**config.mk**
```make
export PLATFORM = sky130hd
export DESIGN_NAME = rofc_top
export DESIGN_NICKNAME = d
export VERILOG_FILES = /design/src/shared/rofc_pkg.sv /design/src/rtl/rofc_sync.sv /design/src/rtl/rofc_top.sv
export SDC_FILE = /design/constraint.sdc
export NUM_CORES = 1
export LEC_CHECK = 0
export BUFFER_PORTS_ARGS = -buffer_cell sky130_fd_sc_hd__buf_2
export CORE_MARGIN = 5
export CORE_UTILIZATION = 58
export DETAILED_ROUTE_END_ITERATION = 10
export PLACE_DENSITY = 0.86
export SYNTH_ARGS = -nofsm -noshare
export SYNTH_HDL_FRONTEND = slang
export SYNTH_HIERARCHICAL = 1
export SYNTH_SLANG_ARGS = --single-unit
```
**constraint.sdc**
```tcl
create_clock -name ref_clk_i -period 6.4 [get_ports ref_clk_i]
set_input_delay 1.28 -clock ref_clk_i [delete_from_list [all_inputs] [get_ports ref_clk_i]]
set_output_delay 1.28 -clock ref_clk_i [all_outputs]
set_load 0.02 [all_outputs]
```
**src/shared/rofc_pkg.sv**
```systemverilog
// Purpose: Shared constants for the range/offset command logic
// Assumes: 50 MHz core clock locked to the host shift pulse
// Notes:   Offsets are Wishbone byte addresses, one 32-bit word each

package rofc_pkg;

  // ----------------------------------------------------------------
  // Clock and timing
  // ----------------------------------------------------------------
  localparam int unsigned CLK_FREQ_HZ      = 50_000_000;  // Core clock rate
  localparam int unsigned SHIFT_FREQ_HZ    = 1060;        // Host shift pulse rate
  localparam int unsigned SHIFT_PERIOD_CYC = CLK_FREQ_HZ / SHIFT_FREQ_HZ; // Rounded down
  localparam int unsigned SHIFT_TOL_CYC    = SHIFT_PERIOD_CYC / 64;       // Lock window half width
  localparam int unsigned SHIFT_CNT_W      = 20;          // Period counter width

  // ----------------------------------------------------------------
  // Register map
  // ----------------------------------------------------------------
  localparam logic [7:0] ADR_CMD    = 8'h00;  // Write-one command strobes
  localparam logic [7:0] ADR_STATE  = 8'h04;  // Read-only configuration state
  localparam logic [7:0] ADR_ENABLE = 8'h08;  // Link command enable

  // Command register bit positions
  localparam int unsigned CMD_RANGE_BIT  = 0;  // Advance range
  localparam int unsigned CMD_SELECT_BIT = 1;  // Advance addressed axis
  localparam int unsigned CMD_OFFSET_BIT = 2;  // Step addressed axis offset

  // State register field positions
  localparam int unsigned ST_RANGE_LSB  = 0;   // [1:0] range state
  localparam int unsigned ST_SELECT_LSB = 2;   // [3:2] addressed axis
  localparam int unsigned ST_OFF_X_LSB  = 4;   // [6:4] X offset state
  localparam int unsigned ST_OFF_Y_LSB  = 7;   // [9:7] Y offset state
  localparam int unsigned ST_OFF_Z_LSB  = 10;  // [12:10] Z offset state
  localparam int unsigned ST_FLIP_LSB   = 13;  // [15:13] reverse levels X,Y,Z
  localparam int unsigned ST_LOCK_BIT   = 16;  // Shift pulse lock

  // ----------------------------------------------------------------
  // Counter ranges and reset values
  // ----------------------------------------------------------------
  localparam logic [1:0] RANGE_LAST    = 2'h2;  // Three range states 0..2
  localparam logic [2:0] OFFSET_LAST   = 3'h6;  // Seven offset states 0..6
  localparam logic [2:0] OFFSET_POS_MAX = 3'h3; // States 1..3 positive
  localparam logic [1:0] RANGE_RST     = 2'h0;  // Lowest range
  localparam logic [2:0] OFFSET_RST    = 3'h0;  // Zero offset
  localparam logic       ENABLE_RST    = 1'b1;  // Link commands accepted

  // Range codes: 100, 200, 400 gamma full scale
  localparam logic [1:0] RANGE_100 = 2'h0;
  localparam logic [1:0] RANGE_200 = 2'h1;
  localparam logic [1:0] RANGE_400 = 2'h2;

  // Addressed axis
  typedef enum logic [1:0] {
    AXIS_X,
    AXIS_Y,
    AXIS_Z
  } rofc_axis_e;

endpackage

```
**src/rtl/rofc_sync.sv**
```systemverilog
// Purpose: Two-stage synchroniser with rising edge strobe
// Assumes: Inputs are slow compared with the core clock
// Notes:   First stage is read only by the second stage

`timescale 1ns/1ns

module rofc_sync #(
  parameter int unsigned W = 1  // Number of lines
) (
  // Clock and reset
  input  wire logic         ref_clk_i,
  input  wire logic         reset_i,
  // Raw lines
  input  wire logic [W-1:0] raw_i,
  // Synchronised level and one-cycle rise
  output logic      [W-1:0] level_o,
  output logic      [W-1:0] rise_o
);

  // ----------------------------------------------------------------
  // Synchroniser stages
  // ----------------------------------------------------------------
  logic [W-1:0] meta_q;  // First stage, metastable
  logic [W-1:0] sync_q;  // Second stage, safe
  logic [W-1:0] prev_q;  // Delayed copy for edge detect

  // Shift the lines through three stages
  always_ff @(posedge ref_clk_i or posedge reset_i) begin
    if (reset_i) begin
      meta_q <= '0;
      sync_q <= '0;
      prev_q <= '0;
    end else begin
      meta_q <= raw_i;
      sync_q <= meta_q;
      prev_q <= sync_q;
    end
  end

  // Edge strobe lasts exactly one cycle per input rise
  assign level_o = sync_q;
  assign rise_o  = sync_q & ~prev_q;

endmodule

```
**src/rtl/rofc_top.sv**
```systemverilog
// Purpose: Range and per-axis offset command logic for a 3-axis fluxgate
// Assumes: ref_clk_i is the core clock locked to the host shift pulse
// Notes:   Commands arrive as pulses; codes drive the analog electronics
//
// Function
// - Synchronise every command pulse before use
// - Range, axis, offsets held in static flops
// - One shared two-bit range code
// - Separate three-bit offset code per axis
// - Offset step changes addressed axis only
// - Three-state range, seven-state offset counters
// - Counters hold until advanced
// - Range states: 100, 200, 400 gamma
// - Offsets 0, +-25/50/75 percent, per axis
// - Offset percent follows selected range
// - Normal/reverse input inverts offset polarity
// - Core clock locked to 1060 Hz shift
//
// Added by the designer: the address map and the Wishbone register port.

`timescale 1ns/1ns

module rofc_top
  import rofc_pkg::*;
#(
  parameter int unsigned SHIFT_PERIOD = SHIFT_PERIOD_CYC,  // Cycles per shift pulse
  parameter int unsigned SHIFT_TOL    = SHIFT_TOL_CYC      // Lock tolerance in cycles
) (
  // Clock and reset
  input  wire logic        ref_clk_i,
  input  wire logic        reset_i,
  // Host command link
  input  wire logic        range_cmd_i,
  input  wire logic        select_cmd_i,
  input  wire logic        offset_cmd_i,
  input  wire logic        shift_pulse_i,
  // Flip programmer, one reverse level per axis X,Y,Z
  input  wire logic [2:0]  flip_reverse_i,
  // Wishbone slave
  input  wire logic        wb_cyc_i,
  input  wire logic        wb_stb_i,
  input  wire logic        wb_we_i,
  input  wire logic [7:0]  wb_adr_i,
  input  wire logic [3:0]  wb_sel_i,
  input  wire logic [31:0] wb_dat_i,
  output logic      [31:0] wb_dat_o,
  output logic             wb_ack_o,
  // Sensor electronics codes
  output logic      [1:0]  range_code_o,
  output logic      [2:0]  offset_x_o,
  output logic      [2:0]  offset_y_o,
  output logic      [2:0]  offset_z_o,
  // Timing status
  output logic             shift_lock_o
);

  // ----------------------------------------------------------------
  // Helper functions
  // ----------------------------------------------------------------

  // Offset state to sign-magnitude code, bit 2 negative
  function automatic logic [2:0] off_code(input logic [2:0] st, input logic rev);
    logic       neg;
    logic [1:0] mag;
    neg = 1'b0;
    mag = 2'h0;
    if (st != 3'h0 && st <= OFFSET_POS_MAX) begin
      mag = st[1:0];
    end else if (st > OFFSET_POS_MAX) begin
      mag = 2'(st - OFFSET_POS_MAX);
      neg = 1'b1;
    end
    // Flipped sensor sees the field reversed, so flip the sign
    off_code = (mag == 2'h0) ? 3'h0 : {neg ^ rev, mag};
  endfunction

  // Wrapping offset advance
  function automatic logic [2:0] off_next(input logic [2:0] st);
    off_next = (st >= OFFSET_LAST) ? OFFSET_RST : 3'(st + 3'h1);
  endfunction

  // ----------------------------------------------------------------
  // Command synchronisation
  // ----------------------------------------------------------------
  logic [3:0] cmd_rise;    // One-cycle rises: shift, offset, select, range
  logic [2:0] flip_level;  // Synchronised reverse levels

  // Command pulses synchronised before any counter sees them
  rofc_sync #(
    .W (4)
  ) u_cmd_sync (
    .ref_clk_i (ref_clk_i),
    .reset_i   (reset_i),
    .raw_i     ({shift_pulse_i, offset_cmd_i, select_cmd_i, range_cmd_i}),
    .level_o   (),  // Commands act on edges only
    .rise_o    (cmd_rise)
  );

  // Reverse levels are slow, same synchroniser structure
  rofc_sync #(
    .W (3)
  ) u_flip_sync (
    .ref_clk_i (ref_clk_i),
    .reset_i   (reset_i),
    .raw_i     (flip_reverse_i),
    .level_o   (flip_level),
    .rise_o    ()   // Reverse acts on the level only
  );

  // ----------------------------------------------------------------
  // Wishbone slave
  // ----------------------------------------------------------------
  logic        ack_q;       // Registered acknowledge
  logic [31:0] rdata_q;     // Registered read data
  logic        enable_q;    // Link commands accepted
  logic [2:0]  sw_cmd_q;    // Software command strobes
  logic        wr_take;     // Write takes effect this edge
  logic [31:0] state_word;  // Live state view

  // Write lands on the edge where the master samples ack
  assign wr_take  = wb_cyc_i & wb_stb_i & wb_we_i & ack_q;
  assign wb_ack_o = ack_q;
  assign wb_dat_o = rdata_q;

  // Ack one cycle after request; drops after one cycle
  always_ff @(posedge ref_clk_i or posedge reset_i) begin
    if (reset_i) begin
      ack_q <= 1'b0;
    end else begin
      ack_q <= wb_cyc_i & wb_stb_i & ~ack_q;
    end
  end

  // Read data captured with ack; unmapped reads give zero
  always_ff @(posedge ref_clk_i or posedge reset_i) begin
    if (reset_i) begin
      rdata_q <= 32'h0;
    end else if (wb_cyc_i & wb_stb_i & ~ack_q & ~wb_we_i) begin
      case (wb_adr_i)
        ADR_STATE:  rdata_q <= state_word;
        ADR_ENABLE: rdata_q <= {31'h0, enable_q};
        default:    rdata_q <= 32'h0;  // Command register and holes
      endcase
    end
  end

  // Enable register, byte lane 0
  always_ff @(posedge ref_clk_i or posedge reset_i) begin
    if (reset_i) begin
      enable_q <= ENABLE_RST;
    end else if (wr_take && wb_adr_i == ADR_ENABLE && wb_sel_i[0]) begin
      enable_q <= wb_dat_i[0];
    end
  end

  // Software strobes last one cycle, like a link pulse
  always_ff @(posedge ref_clk_i or posedge reset_i) begin
    if (reset_i) begin
      sw_cmd_q <= 3'h0;
    end else if (wr_take && wb_adr_i == ADR_CMD && wb_sel_i[0]) begin
      sw_cmd_q <= wb_dat_i[2:0];
    end else begin
      sw_cmd_q <= 3'h0;
    end
  end

  // ----------------------------------------------------------------
  // Advance strobes
  // ----------------------------------------------------------------
  logic range_adv;   // Advance range
  logic select_adv;  // Advance addressed axis
  logic offset_adv;  // Step addressed offset

  // A link pulse and a software write in one cycle give one step
  assign range_adv  = (cmd_rise[0] & enable_q) | sw_cmd_q[CMD_RANGE_BIT];
  assign select_adv = (cmd_rise[1] & enable_q) | sw_cmd_q[CMD_SELECT_BIT];
  assign offset_adv = (cmd_rise[2] & enable_q) | sw_cmd_q[CMD_OFFSET_BIT];

  // ----------------------------------------------------------------
  // Configuration counters
  // ----------------------------------------------------------------
  logic [1:0] range_q;     // Range state, 0..2
  rofc_axis_e axis_q;      // Addressed axis
  logic [2:0] off_q [3];   // Offset state per axis, 0..6

  // Range counter; static, no refresh needed
  always_ff @(posedge ref_clk_i or posedge reset_i) begin
    if (reset_i) begin
      range_q <= RANGE_RST;
    end else if (range_adv) begin
      range_q <= (range_q >= RANGE_LAST) ? RANGE_RST : 2'(range_q + 2'h1);
    end
  end

  // Axis selector steps X, Y, Z and wraps
  always_ff @(posedge ref_clk_i or posedge reset_i) begin
    if (reset_i) begin
      axis_q <= AXIS_X;
    end else if (select_adv) begin
      case (axis_q)
        AXIS_X:  axis_q <= AXIS_Y;
        AXIS_Y:  axis_q <= AXIS_Z;
        AXIS_Z:  axis_q <= AXIS_X;
        default: axis_q <= AXIS_X;  // Recover from unused code
      endcase
    end
  end

  // Only the addressed axis counter steps; others hold
  always_ff @(posedge ref_clk_i or posedge reset_i) begin
    if (reset_i) begin
      for (int i = 0; i < 3; i++) begin
        off_q[i] <= OFFSET_RST;
      end
    end else begin
      for (int i = 0; i < 3; i++) begin
        if (offset_adv && axis_q == rofc_axis_e'(i)) begin
          off_q[i] <= off_next(off_q[i]);
        end
      end
    end
  end

  // ----------------------------------------------------------------
  // Output codes
  // ----------------------------------------------------------------
  // Offset codes are fractions of full scale, so a range change
  // rescales the field in the analog ladder with no state change.
  always_ff @(posedge ref_clk_i or posedge reset_i) begin
    if (reset_i) begin
      offset_x_o <= 3'h0;
      offset_y_o <= 3'h0;
      offset_z_o <= 3'h0;
    end else begin
      offset_x_o <= off_code(off_q[0], flip_level[0]);
      offset_y_o <= off_code(off_q[1], flip_level[1]);
      offset_z_o <= off_code(off_q[2], flip_level[2]);
    end
  end

  // One code shared by all axes: 100, 200, 400 gamma
  assign range_code_o = range_q;

  // ----------------------------------------------------------------
  // Shift pulse lock monitor
  // ----------------------------------------------------------------
  // The core clock comes from an oscillator locked to the host shift
  // pulse; this only reports whether that lock looks healthy.
  logic [SHIFT_CNT_W-1:0] shift_cnt_q;  // Cycles since last shift
  logic                   lock_q;       // Period within window

  always_ff @(posedge ref_clk_i or posedge reset_i) begin
    if (reset_i) begin
      shift_cnt_q <= '0;
    end else if (cmd_rise[3]) begin
      shift_cnt_q <= '0;
    end else if (shift_cnt_q != '1) begin
      shift_cnt_q <= SHIFT_CNT_W'(shift_cnt_q + 1'b1);  // Saturates if shift stops
    end
  end

  always_ff @(posedge ref_clk_i or posedge reset_i) begin
    if (reset_i) begin
      lock_q <= 1'b0;
    end else if (cmd_rise[3]) begin
      lock_q <= (shift_cnt_q >= SHIFT_CNT_W'(SHIFT_PERIOD - SHIFT_TOL - 1)) &&
                (shift_cnt_q <= SHIFT_CNT_W'(SHIFT_PERIOD + SHIFT_TOL - 1));
    end else if (shift_cnt_q == '1) begin
      lock_q <= 1'b0;  // Shift pulse lost
    end
  end

  assign shift_lock_o = lock_q;

  // State view for software
  always_comb begin
    state_word = 32'h0;
    state_word[ST_RANGE_LSB +: 2]  = range_q;
    state_word[ST_SELECT_LSB +: 2] = axis_q;
    state_word[ST_OFF_X_LSB +: 3]  = off_q[0];
    state_word[ST_OFF_Y_LSB +: 3]  = off_q[1];
    state_word[ST_OFF_Z_LSB +: 3]  = off_q[2];
    state_word[ST_FLIP_LSB +: 3]   = flip_level;
    state_word[ST_LOCK_BIT]        = lock_q;
  end
endmodule

```
==> Word level (Yosys, flattened, before mapping) <==
Cells that the tools add are included.
{ "word_totals": {"reg_bits": 98, "input_bits": 56, "out_inout_bits": 45, "word_cells": 110} }
{ "classes": {"addsub": 8, "n_lt_le_gt_ge": 12, "eq_ne": 6, "n_mux": 26, "n_bitwise": 18, "n_reduce_logical": 21} }
{ "ops": {"columns": ["cell", "count"], "rows": [
  ["$mux W20", 2],
  ["$pmux W17 S2", 1],
  ["$mux W3", 7],
  ["$add A20 B1 Y20 const B", 1],
  ["$eq A20 B20 Y1 const B", 1],
  ["$ge A20 B16 Y1 const B", 1],
  ["$le A20 B16 Y1 const B", 1],
  ["$ne A20 B20 Y1 const B", 1],
  ["$mux W2", 7],
  ["$logic_and A1 B1 Y1", 11],
  ["$add A3 B1 Y3 const B", 3],
  ["$ge A3 B3 Y1 const B", 3],
  ["$gt A3 B2 Y1 const B", 3],
  ["$le A3 B2 Y1 const B", 3],
  ["$reduce_bool A3 Y1", 3],
  ["$and A1 B1 Y1", 8],
  ["$eq A8 B3 Y1 const B", 1],
  ["$eq A8 B4 Y1 const B", 1],
  ["$logic_not A2 Y1", 4],
  ["$logic_not A8 Y1", 1],
  ["$mux W1", 8],
  ["$sub A2 B2 Y2 const B", 3],
  ["$and A4 B4 Y4", 1],
  ["$not A4 Y4", 1],
  ["other kinds (9)", 15]
]} }

==> Depth between registers and ports, before layout <==
Gate-level depths: netlist (run 1).
{ "logic_depth": {"ltp_word": 6, "depth_mapped": 7, "mapped_depth_nobuf": 6} }

==> Cells and area by module <==
Netlist (run 1), hierarchy kept.
{ "by_module_without_submodules": {"columns": ["module", "n_inst", "cells_each", "area_per_inst_um2", "seq_area_each_um2"], "rows": [
  ["rofc_top", 1, 357, 3549.7, 1627.8],
  ["rofc_sync (u_cmd_sync)", 1, 17, 359.1, 300.3],
  ["rofc_sync (u_flip_sync)", 1, 13, 270.3, 225.2]
]} }

==> Worst setup path after synthesis (run 1) <==
Ideal clock, no wire load.
{ "synth_timing": {"kind": "input -> register", "startpoint": "in wb_cyc_i", "endpoint": "reg rdata_q[1] (netlist: wb_dat_o[1])", "setup_ps": 66, "arrival_ps": 2446, "required_ps": 6334, "path_slack_ps": 3888, "stages": 6, "n_path_buf": 2, "cell_sequence": "nand2_1 or3_1 buf_2 nor4_4 buf_2 a22o_1"} }
{ "synth_between": {"elab_chain_cells": 3} }
{ "synth_rtl": {"columns": ["element", "line", "rtl"], "rows": [
  ["start: declaration", "rofc_top.sv:40", "input wire logic wb_cyc_i,"],
  ["$and A1 B1 Y1 (3 in a row)", "rofc_top.sv:138", "end else if (wb_cyc_i & wb_stb_i & ~ack_q & ~wb_we_i) begin"],
  ["end signal: assignment", "rofc_top.sv:140", "ADR_STATE: rdata_q <= state_word;"],
  ["end signal: assignment", "rofc_top.sv:141", "ADR_ENABLE: rdata_q <= {31'h0, enable_q};"],
  ["end: declaration", "rofc_top.sv:114", "logic [31:0] rdata_q;"]
]} }
No other way between the ends.
A chain may end at the register's enable or synchronous reset.

==> Worst setup path after layout (run 1) <==
{ "layout_timing": {"startpoint": "in wb_cyc_i", "endpoint": "reg rdata_q[0] (netlist: wb_dat_o[0])"} }
The elaborated chain is that of the path after synthesis.

==> results of run 1 <==
-- layer usage --
layer | vias to the layer above | share of wire
li1 | 1453 | -
met1 | 1505 | 0.45
met2 | 81 | 0.49
met3 | 15 | 0.042
met4 | 0 | 0.022
met5 | - | 0
-- flip-flops by register name, indices dropped and copies added (netlist names) --
name / count
axis_q: 2
enable_q: 1
off_q: 9
offset_x_o: 3
offset_y_o: 3
offset_z_o: 3
range_code_o: 2
shift_cnt_q: 20
shift_lock_o: 1
sw_cmd_q: 3
u_cmd_sync/level_o: 4
u_cmd_sync/meta_q: 4
u_cmd_sync/prev_q: 4
u_flip_sync/level_o: 3
u_flip_sync/meta_q: 3
wb_ack_o: 1
wb_dat_o: 17
-- metrics by stage --
stage	instance area (um2)	instances	power (mW)
floorplan	4115	395	0.6220
global placement	4355	520	0.6335
detailed placement	4355	520	0.6385
CTS	4546	535	1.002
global route	4546	535	1.036
finish	4546	535	0.9964
-- placed cells by master, fill, tap and decap left out, drive strengths merged, types with 2 or more instances in the layout --
master / count
mux2: 12
o31ai: 4
a22o: 16
a32oi: 3
dfrtp: 82
o21a: 3
a211oi: 5
ha: 13
or4: 3
nand2: 18
mux2i: 2
and2: 6
nand3: 11
a21oi: 22
o21ai: 17
a32o: 2
and4: 3
nor2b: 16
and3: 5
a2111oi: 4
nor2: 22
o21bai: 3
a21o: 4
inv: 28
nor3: 7
conb: 15
clkbuf: 11
nor4: 7
nand4: 6
or3: 3
o211ai: 2
buf: 55
xor2: 4
clkinv: 2
nand2b: 3
o22ai: 2
or2: 4
-- worst max-delay path, stage by stage --
cell	delay, ns
buf_2	0.08
nand2_1	0.07
or3_1	0.66
nor4_4	0.93
a221o_1	0.27
-- final cells by class --
| cell class | instances | area (um2) | area share |
|---|---|---|---|
| Multi-Input combinational cell | 259 | 1775 | 0.3906 |
| Clock buffer | 11 | 141.4 | 0.03110 |
| Timing Repair Buffer | 55 | 280.3 | 0.06166 |
| Inverter | 27 | 101.3 | 0.02230 |
| Clock inverter | 4 | 48.80 | 0.01073 |
| Tap cell | 96 | 120.1 | 0.02642 |
| Sequential cell | 83 | 2078 | 0.4572 |
-- worst min-delay path by stage --
stage	start	endpoint	slack, ns	depth (start not counted)
after floorplan	u_cmd_sync/meta_q[0]	u_cmd_sync/level_o[0]	0.33	0
after global placement	u_cmd_sync/meta_q[0]	u_cmd_sync/level_o[0]	0.33	0
after detailed placement	u_cmd_sync/meta_q[1]	u_cmd_sync/level_o[1]	0.33	0
after CTS	u_cmd_sync/meta_q[1]	u_cmd_sync/level_o[1]	0.35	0
after global routing	u_cmd_sync/meta_q[1]	u_cmd_sync/level_o[1]	0.36	0
final	u_cmd_sync/meta_q[1]	u_cmd_sync/level_o[1]	0.35	0
-- power groups by stage --
stage | sequential (mW) | combinational, mW | clock, mW
3_5_place_dp | 0.566 | 0.0727 | 0
4_1_cts | 0.556 | 0.0729 | 0.373
2_1_floorplan | 0.562 | 0.0596 | 0
5_1_grt | 0.559 | 0.0823 | 0.395
3_3_place_gp | 0.564 | 0.0692 | 0
6_report | 0.555 | 0.0715 | 0.369
==> run summary, run 1 <==
GLOBAL ROUTING
----------------------------------------------------------------------------------
GRT Util Overall                                                            0.2009
Largest net degree at the start of global routing                               66
Overall overflow remaining after global route                                    0
Met2 track demand over resource in global routing                           0.3134
Via count of the first global-routing pass                                    2968
Met3 capacity usage during global routing                                  0.03766
Met1 Resource Use GR                                                        0.2753
Initial antenna violation count                                                  0
First-pass GRT wire length                                                14080 um
Gr busiest metal                                                              met2

FLOORPLAN
----------------------------------------------------------------------------------
Die footprint                                                             8779 um2
Die boundary width                                                        93.70 um
IO Count                                                                       101
Die Y                                                                     93.70 um
Initial Utilization                                                         0.5980
Floorplan Core Area                                                       6794 um2
Row count                                                                       30

FINISH
----------------------------------------------------------------------------------
Number of fillers in the final layout                                          534
Share of final-layout standard cells stronger than drive strength 1         0.2141
Synthesis-to-finish area growth                                             11.89%
Share of the core filled with cells                                         0.6691
Fin nets                                                                       504
Ant diodes                                                                       0

TIMING
----------------------------------------------------------------------------------
Hold Violations, Final                                                           0
Final hold slack                                                         0.3507 ns
Final period demand of the worst path                                     3.004 ns
Finish-stage setup viols                                                         0
Unrepaired setup endpoints after global routing                              false
Highest achievable clock rate                                            332.9 MHz
Count of pins over their slew limit                                              0
Worst Max-Slew Pin Slew                                                   1.066 ns
Share of the clock period used by the worst path after layout               0.4694
Worst setup skew after layout                                          0.007995 ns
Relative max-transition margin                                              0.2843
Setup slack after layout                                                  3.396 ns
Accumulated negative setup slack                                              0 ns

POWER
----------------------------------------------------------------------------------
Share of total power in sequential cells                                     0.557
Int Power                                                                0.7547 mW
Proportion of power drawn by combinational gates                             0.072
Leakage power                                                             2.195 nW
Switching portion of total power                                            0.2426
Worst IR drop on VDD                                                      142.4 uV
Total power density per cell area                                     219.2 nW/um2
Clock share of power                                                         0.371
Switching power                                                          0.2417 mW

SETUP PATH
----------------------------------------------------------------------------------
Category of the worst setup path launch point                            input pin
Startpoint of the worst-slack reg-to-reg timing path                  shift_cnt_q[0]
Required time at the worst-slack endpoint                                  6.68 ns
Reg2Reg Setup Slack                                                        3.74 ns
Crit Path Max Fanout                                                            19
Destination of the critical timing path                                wb_dat_o[0]
Worst-case reg-to-reg path depth                                                 6
Data arrival time of the worst path                                        3.29 ns
Endpoint class of the critical path                                      flip-flop
CP Launch Point                                                           wb_cyc_i
Worst Setup Path Type                                                 input pin to flip-flop
Capturing point of the worst reg2reg path                             shift_cnt_q[5]

ROUTE
----------------------------------------------------------------------------------
Wire per inst                                                             15.14 um
Number of vias after detailed routing                                         3054
Post-detailed-route DRC marker count                                             0
Antenna Nets Post-Route                                                          0
Pre-antenna DRT Iters                                                            4
Routed wire length                                                         8101 um
Starting DRC count in detailed routing                                         231
Via/cell ratio                                                               5.708

WORST HOLD PATH
----------------------------------------------------------------------------------
Class of the tightest hold or removal check                           flip-flop to flip-flop

CLOCK NETWORK
----------------------------------------------------------------------------------
Clock transition at the registers of the reported paths                    0.08 ns
Clock latency at the later pin of the worst-skew pair                      0.35 ns
TritonCTS clock tree                                                         built
Maximum clock insertion buffer count                                             2
H-tree depth reported by CTS                                                     3
Number of setup buffers added after CTS                                          0
CTS Buf Count                                                                    9
Clock sink total                                                                83
Count of hold-fix buffers inserted at cts                                        0
Clock root buffer                                                         clkbuf_8
Post-cts gate resize count                                                       0

PLACE
----------------------------------------------------------------------------------
Placed wire-length estimate after detailed placement                       5620 um
Pre-CTS setup slack                                                       2.974 ns
Port Buf Inserts                                                                53
Gpl congestion                                                              0.9008

RUN
----------------------------------------------------------------------------------
Max Cap Viol                                                                     0

YOSYS
----------------------------------------------------------------------------------
Post-Synthesis Cell Area                                                  4063 um2
Post-synthesis instance total                                                  381
Synthesis Warnings                                                               6
Mean cell area of the mapped netlist                                     10.66 um2

OUTCOME
----------------------------------------------------------------------------------
Status                                                                complete, no violations

Note: power is estimated with default switching activity, not from simulation.
==> run 2: changes to the inputs <==
--- a/config.mk
+++ b/config.mk
@@ -7,9 +7,9 @@
 export LEC_CHECK = 0
 export BUFFER_PORTS_ARGS = -buffer_cell sky130_fd_sc_hd__buf_2
 export CORE_MARGIN = 5
-export CORE_UTILIZATION = 58
+export CORE_UTILIZATION = 48
 export DETAILED_ROUTE_END_ITERATION = 10
-export PLACE_DENSITY = 0.86
+export PLACE_DENSITY = 0.76
 export SYNTH_ARGS = -nofsm -noshare
 export SYNTH_HDL_FRONTEND = slang
 export SYNTH_HIERARCHICAL = 1
==> constraint.sdc (replaced) <==
create_clock -name ref_clk_i -period 2.4 [get_ports ref_clk_i]
set_input_delay 0.48 -clock ref_clk_i [delete_from_list [all_inputs] [get_ports ref_clk_i]]
set_output_delay 0.48 -clock ref_clk_i [all_outputs]
set_load 0.02 [all_outputs]
==> run summary, run 2 (synthesized netlist as in run 1, its figures left out) <==
OUTCOME
----------------------------------------------------------------------------------
Status                                                                complete, no violations

FINISH
----------------------------------------------------------------------------------
Multi-input gate area in the final layout                                 1775 um2   unchanged
Max reg flops                                                                   20   unchanged
Register with the highest flop count                                   shift_cnt_q
Commonest cells after routing, fill and taps aside                    dfrtp_1, buf_2, inv_1
Most common cell after layout, fill and taps aside                         dfrtp_1
Synthesis-to-finish area growth                                             13.27%
Fin nets                                                                       508   +0.79%
Non-filler cells, final                                                        549   +2.6%
Ant diodes                                                                       0   unchanged
Storage element area                                                      2078 um2   unchanged
Share of final-layout standard cells stronger than drive strength 1         0.2230   +0.008850
Number of fillers in the final layout                                          679   +27%

TIMING
----------------------------------------------------------------------------------
Hold Violations, Final                                                           0   unchanged
Finish-stage setup viols                                                         0   unchanged
Share of the clock period used by the worst path after layout               0.9102
Final period demand of the worst path                                     2.184 ns
Relative max-transition margin                                              0.6224   +0.3381
Worst Max-Slew Pin Slew                                                  0.5652 ns   -0.5003 ns
Highest achievable clock rate                                            457.8 MHz
Count of pins over their slew limit                                              0   unchanged
Unrepaired setup endpoints after global routing                              false
Accumulated negative setup slack                                              0 ns   unchanged
Worst setup skew after layout                                          0.007238 ns   -0.0007570 ns

CLOCK NETWORK
----------------------------------------------------------------------------------
Number of setup buffers added after CTS                                          0   unchanged
CTS Buf Count                                                                    9   unchanged
Clock sink total                                                                83   unchanged
Maximum clock insertion buffer count                                             2   unchanged
Clock latency at the later pin of the worst-skew pair                      0.35 ns   about the same
TritonCTS clock tree                                                         built
Clock root buffer                                                         clkbuf_8
Clock transition at the registers of the reported paths                    0.08 ns   about the same
Post-cts gate resize count                                                       0   unchanged
H-tree depth reported by CTS                                                     3   unchanged
Count of hold-fix buffers inserted at cts                                        0   unchanged

PLACE
----------------------------------------------------------------------------------
Placed insts                                                                   533   +2.5%
Gpl congestion                                                              0.8728   -3.1%
Port Buf Inserts                                                                53   unchanged
Placed wire-length estimate after detailed placement                       5794 um   +3.1%

FLOORPLAN
----------------------------------------------------------------------------------
Die Y                                                                       102 um   +8.9%
IO Count                                                                       101   unchanged
Die boundary width                                                          102 um   +8.9%
Floorplan Core Area                                                       8217 um2   +21%
Row count                                                                       33   +10%
Die footprint                                                            10400 um2   +19%
Initial Utilization                                                         0.4944   -0.1035

SETUP PATH
----------------------------------------------------------------------------------
Worst Setup Path Type                                                 flip-flop to flip-flop
Category of the worst setup path launch point                            flip-flop
Capturing point of the worst reg2reg path                             shift_cnt_q[2]
Required time at the worst-slack endpoint                                  2.64 ns   -4.04 ns
Endpoint class of the critical path                                      flip-flop
Cell with the biggest individual delay on the critical path                  or4_4
Top cell family by delay on the critical path                         simple AND/OR/NAND/NOR gates
CP cell instances                                                     ha_1 -> nand4_1 -> or4_4 -> o21ai_0 -> mux2_2
Worst-case reg-to-reg path depth                                                 5   -1
Reg2Reg Setup Slack                                                        0.22 ns   -3.52 ns
Critical path's largest stage delay                                        0.56 ns   -0.37 ns
Number of buffer and inverter stages on the critical path                        0   -1
Data arrival time of the worst path                                        2.43 ns   -0.86 ns
Crit Path Max Fanout                                                             6   -13
Startpoint of the worst-slack reg-to-reg timing path                  shift_cnt_q[0]

RUN
----------------------------------------------------------------------------------
Max Cap Viol                                                                     0   unchanged

GLOBAL ROUTING
----------------------------------------------------------------------------------
Initial antenna violation count                                                  0   unchanged
Via count of the first global-routing pass                                    3021   +1.8%
GRT Util Overall                                                            0.1726   -0.02828
First-pass GRT wire length                                                14100 um   +0.14%
Largest net degree at the start of global routing                               52   -21%
Overall overflow remaining after global route                                    0   unchanged

ROUTE
----------------------------------------------------------------------------------
Via/cell ratio                                                               5.543   -2.9%
Pre-antenna DRT Iters                                                            4   unchanged
Wire per inst                                                             14.76 um   -2.5%
Routed wire length                                                         8104 um   about the same
Number of vias after detailed routing                                         3043   -0.36%
Starting DRC count in detailed routing                                         151   -35%
Post-detailed-route DRC marker count                                             0   unchanged
Antenna Nets Post-Route                                                          0   unchanged

POWER
----------------------------------------------------------------------------------
Clock share of power                                                         0.372   about the same
Share of total power in sequential cells                                     0.555   -0.002
Total power density per cell area                                     579.5 nW/um2   +160%
Worst IR drop on VDD                                                      441.1 uV   +210%
Switching portion of total power                                            0.2512   +0.008665
Int Power                                                                 1.997 mW   +160%
Leakage power                                                             2.223 nW   +1.2%
Proportion of power drawn by combinational gates                             0.073   about the same
Switching power                                                          0.6700 mW   +180%

WORST HOLD PATH
----------------------------------------------------------------------------------
Class of the tightest hold or removal check                           input pin to asynchronous set/reset pin

run 2: layout make-up:
cell class	instances	area share
multi-input cells	259	0.3858
clock inverters	6	0.01414
well taps	105	0.02855
clock buffers	10	0.02773
repair buffers	59	0.07015
flip-flops and latches	83	0.4516
inverters	27	0.02202
run 2: worst max-delay path by stage:
stage	from	to	slack, ns	cells past startpoint
4_1_cts	shift_cnt_q[0]	shift_cnt_q[2]	0.22	5
3_3_place_gp	shift_cnt_q[0]	shift_cnt_q[2]	0.25	5
3_5_place_dp	shift_cnt_q[0]	shift_cnt_q[2]	0.23	5
5_1_grt	shift_cnt_q[0]	shift_cnt_q[2]	0.05	5
6_report	shift_cnt_q[0]	shift_cnt_q[2]	0.22	5
2_1_floorplan	reset_i	axis_q[0]	0.30	1
run 2: through the flow:
stage	power [mW]	hold WS (ns)	cell area [um2]	worst slack, ns	util
2_1_floorplan	1.659	0.2710	4115	0.2952	-
3_3_place_gp	1.695	0.3314	4409	0.2502	0.5366
3_5_place_dp	1.704	0.3364	4409	0.2339	0.5366
4_1_cts	2.702	0.06514	4602	0.2174	0.5601
5_1_grt	2.803	0.07978	4602	0.04874	0.5601
6_report	2.667	0.06705	4602	0.2156	0.5601
run 2: per-layer routing:
layer	up-vias	global-route usage	wire length, um
met5	-	0	0
met4	0	0.06155	110
met3	7	0.04846	480
met2	86	0.2744	3991
met1	1484	0.2274	3522
li1	1466	-	-
run 2: power groups by stage:
| stage | Clock (mW) | Sequential (mW) | Combinational, mW |
|---|---|---|---|
| 6_report | 0.992 | 1.48 | 0.193 |
| 3_5_place_dp | 0 | 1.51 | 0.196 |
| 5_1_grt | 1.09 | 1.49 | 0.223 |
| 4_1_cts | 1.02 | 1.48 | 0.196 |
| 3_3_place_gp | 0 | 1.51 | 0.190 |
| 2_1_floorplan | 0 | 1.50 | 0.159 |
==> run 3: changes to the inputs <==
--- a/config.mk
+++ b/config.mk
@@ -6,10 +6,12 @@
 export NUM_CORES = 1
 export LEC_CHECK = 0
 export BUFFER_PORTS_ARGS = -buffer_cell sky130_fd_sc_hd__buf_2
+export CELL_PAD_IN_SITES_DETAIL_PLACEMENT = 0
+export CELL_PAD_IN_SITES_GLOBAL_PLACEMENT = 1
 export CORE_MARGIN = 5
-export CORE_UTILIZATION = 48
+export CORE_UTILIZATION = 37
 export DETAILED_ROUTE_END_ITERATION = 10
-export PLACE_DENSITY = 0.76
+export PLACE_DENSITY_LB_ADDON = 0.1
 export SYNTH_ARGS = -nofsm -noshare
 export SYNTH_HDL_FRONTEND = slang
 export SYNTH_HIERARCHICAL = 1
==> run summary, run 3 (synthesized netlist as in run 1, its figures left out) <==
PLACE
----------------------------------------------------------------------------------
Gpl congestion                                                              0.7694   -12%
Pre-CTS setup slack                                                      0.2280 ns   -0.005867 ns
Placed wire-length estimate after detailed placement                       6102 um   +5.3%
Post-Place Cell Area                                                      4478 um2   +1.6%
Placed insts                                                                   573   +7.5%
Port Buf Inserts                                                                53   unchanged

WORST HOLD PATH
----------------------------------------------------------------------------------
Terminating pin of the worst hold path                                u_flip_sync/meta_q[2]
Class of the tightest hold or removal check                           input pin to flip-flop
HP Start                                                              flip_reverse_i[2]
Worst Hold Depth                                                                 1

TIMING
----------------------------------------------------------------------------------
Unrepaired setup endpoints after global routing                              false
Worst Max-Slew Pin Slew                                                  0.5989 ns   +0.03368 ns
Final period demand of the worst path                                     2.187 ns   +0.002850 ns
Relative max-transition margin                                              0.5999   -0.02250
Highest achievable clock rate                                            457.2 MHz   -0.13%
Accumulated negative setup slack                                              0 ns   unchanged
Worst setup skew after layout                                           0.01414 ns   +0.006902 ns
Finish-stage setup viols                                                         0   unchanged
Count of pins over their slew limit                                              0   unchanged
Hold Violations, Final                                                           0   unchanged
Setup slack after layout                                                 0.2127 ns   -0.002850 ns
Share of the clock period used by the worst path after layout               0.9114   +0.001188

ROUTE
----------------------------------------------------------------------------------
Antenna Nets Post-Route                                                          0   unchanged
Pre-antenna DRT Iters                                                            4   unchanged
Routed wire length                                                         8680 um   +7.1%
Post-detailed-route DRC marker count                                             0   unchanged
Via/cell ratio                                                               5.003   -9.7%
Starting DRC count in detailed routing                                         136   -9.9%
Number of vias after detailed routing                                         2952   -3.0%
Wire per inst                                                             14.71 um   -0.34%

FINISH
----------------------------------------------------------------------------------
Number of fillers in the final layout                                         1028   +51%
Fin nets                                                                       514   +1.2%
Non-filler cells, final                                                        590   +7.5%
Post-route cell area                                                      4688 um2   +1.9%
Max reg flops                                                                   20   unchanged
Register with the highest flop count                                   shift_cnt_q
Share of final-layout standard cells stronger than drive strength 1         0.2311   +0.008138
Ant diodes                                                                       0   unchanged
Commonest cells after routing, fill and taps aside                    dfrtp_1, buf_2, inv_1
Synthesis-to-finish area growth                                             15.40%
Most common cell after layout, fill and taps aside                         dfrtp_1

CLOCK NETWORK
----------------------------------------------------------------------------------
CTS Buf Count                                                                    9   unchanged
Clock latency at the later pin of the worst-skew pair                      0.35 ns   about the same
Number of setup buffers added after CTS                                          0   unchanged
TritonCTS clock tree                                                         built
Clock sink total                                                                83   unchanged
Maximum clock insertion buffer count                                             2   unchanged
Clock root buffer                                                         clkbuf_8
H-tree depth reported by CTS                                                     3   unchanged
Clock transition at the registers of the reported paths                    0.10 ns   +0.02 ns
Post-cts gate resize count                                                       0   unchanged

FLOORPLAN
----------------------------------------------------------------------------------
Die footprint                                                            13180 um2   +27%
Die boundary width                                                        114.8 um   +13%
Row count                                                                       38   +15%
IO Count                                                                       101   unchanged
Floorplan Core Area                                                      10790 um2   +31%
Initial Utilization                                                         0.3764   -0.1180
Die Y                                                                     114.8 um   +13%

SETUP PATH
----------------------------------------------------------------------------------
Required time at the worst-slack endpoint                                  2.65 ns   about the same
Category of the worst setup path launch point                            flip-flop
Capturing point of the worst reg2reg path                             shift_cnt_q[2]
Startpoint of the worst-slack reg-to-reg timing path                  shift_cnt_q[1]
Worst Setup Path Type                                                 flip-flop to flip-flop
Data arrival time of the worst path                                        2.44 ns   about the same
Reg2Reg Setup Slack                                                        0.21 ns   about the same
Worst-case reg-to-reg path depth                                                 5   unchanged
Endpoint class of the critical path                                      flip-flop
Crit Path Max Fanout                                                             6   unchanged

GLOBAL ROUTING
----------------------------------------------------------------------------------
Largest net degree at the start of global routing                               40   -23%
Initial antenna violation count                                                  0   unchanged
First-pass GRT wire length                                                14610 um   +3.6%
Via count of the first global-routing pass                                    2906   -3.8%
GRT Util Overall                                                            0.1393   -0.03330
Overall overflow remaining after global route                                    0   unchanged

OUTCOME
----------------------------------------------------------------------------------
Status                                                                complete, no violations

POWER
----------------------------------------------------------------------------------
Total power density per cell area                                     584.2 nW/um2   +0.82%
Share of total power in sequential cells                                     0.541   -0.014
Int Power                                                                 2.015 mW   +0.89%
Leakage power                                                             2.249 nW   +1.2%
Clock share of power                                                         0.384   +0.012
Switching portion of total power                                            0.2645   +0.01329
Proportion of power drawn by combinational gates                             0.075   +0.002
Total power                                                               2.739 mW   +2.7%
Switching power                                                          0.7246 mW   +8.1%
Worst IR drop on VDD                                                      301.3 uV   -32%

RUN
----------------------------------------------------------------------------------
Max Cap Viol                                                                     0   unchanged

[run 3: timing repair]
action / CTS / global route
hold buffers: 0 / 1
endpoints found under the setup margin: 0 / 0
hold endpoints to repair: 0 / 1
[run 3: layer usage]
metal / track usage / share of wire / vias up
li1: - / - / 1466
met1: 0.2112 / 0.51 / 1407
met2: 0.1929 / 0.44 / 72
met3: 0.03684 / 0.045 / 7
met4: 0.04538 / 0.0083 / 0
met5: 0 / 0 / -
[run 3: final cells by class]
| class | instances | area, um2 | share of cell area |
|---|---|---|---|
| clock buffer | 10 | 127.6 | 0.02722 |
| multi-input combinational | 259 | 1775 | 0.3787 |
| inverter | 27 | 101.3 | 0.02162 |
| timing repair buffer | 65 | 357.8 | 0.07633 |
| clock inverter | 6 | 72.57 | 0.01548 |
| sequential | 83 | 2078 | 0.4433 |
| tap | 140 | 175.2 | 0.03736 |
[run 3: worst max-delay path, cell delays in order (launching register included)]
cell	delay, ns
dfrtp_1	0.44
ha_1	0.27
nand4_1	0.25
or4_4	0.56
o21ai_0	0.21
mux2_2	0.35
[run 3: per-stage QoR]
stage / utilization / hold WS (ns)
after detailed placement: 0.4149 / 0.3347
after global routing: 0.4344 / 0.1875
after global placement: 0.4149 / 0.3316
final: 0.4344 / 0.2237
after CTS: 0.4335 / 0.002455
after floorplan: - / 0.2710
[run 3: worst max path at each step]
stage	cells past startpoint	from	slack [ns]	endpoint
3_3_place_gp	5	shift_cnt_q[1]	0.24	shift_cnt_q[2]
6_report	5	shift_cnt_q[1]	0.21	shift_cnt_q[2]
3_5_place_dp	5	shift_cnt_q[1]	0.23	shift_cnt_q[2]
2_1_floorplan	1	reset_i	0.30	axis_q[0]
4_1_cts	5	shift_cnt_q[1]	0.22	shift_cnt_q[2]
5_1_grt	5	shift_cnt_q[1]	0.07	shift_cnt_q[2]
[run 3: power groups by stage]
stage	Clock [mW]	Sequential, mW	Combinational [mW]
finish	1.05	1.48	0.206
global route	1.16	1.49	0.238
CTS	1.09	1.48	0.209
detailed placement	0	1.51	0.208
global placement	0	1.51	0.205
floorplan	0	1.50	0.159
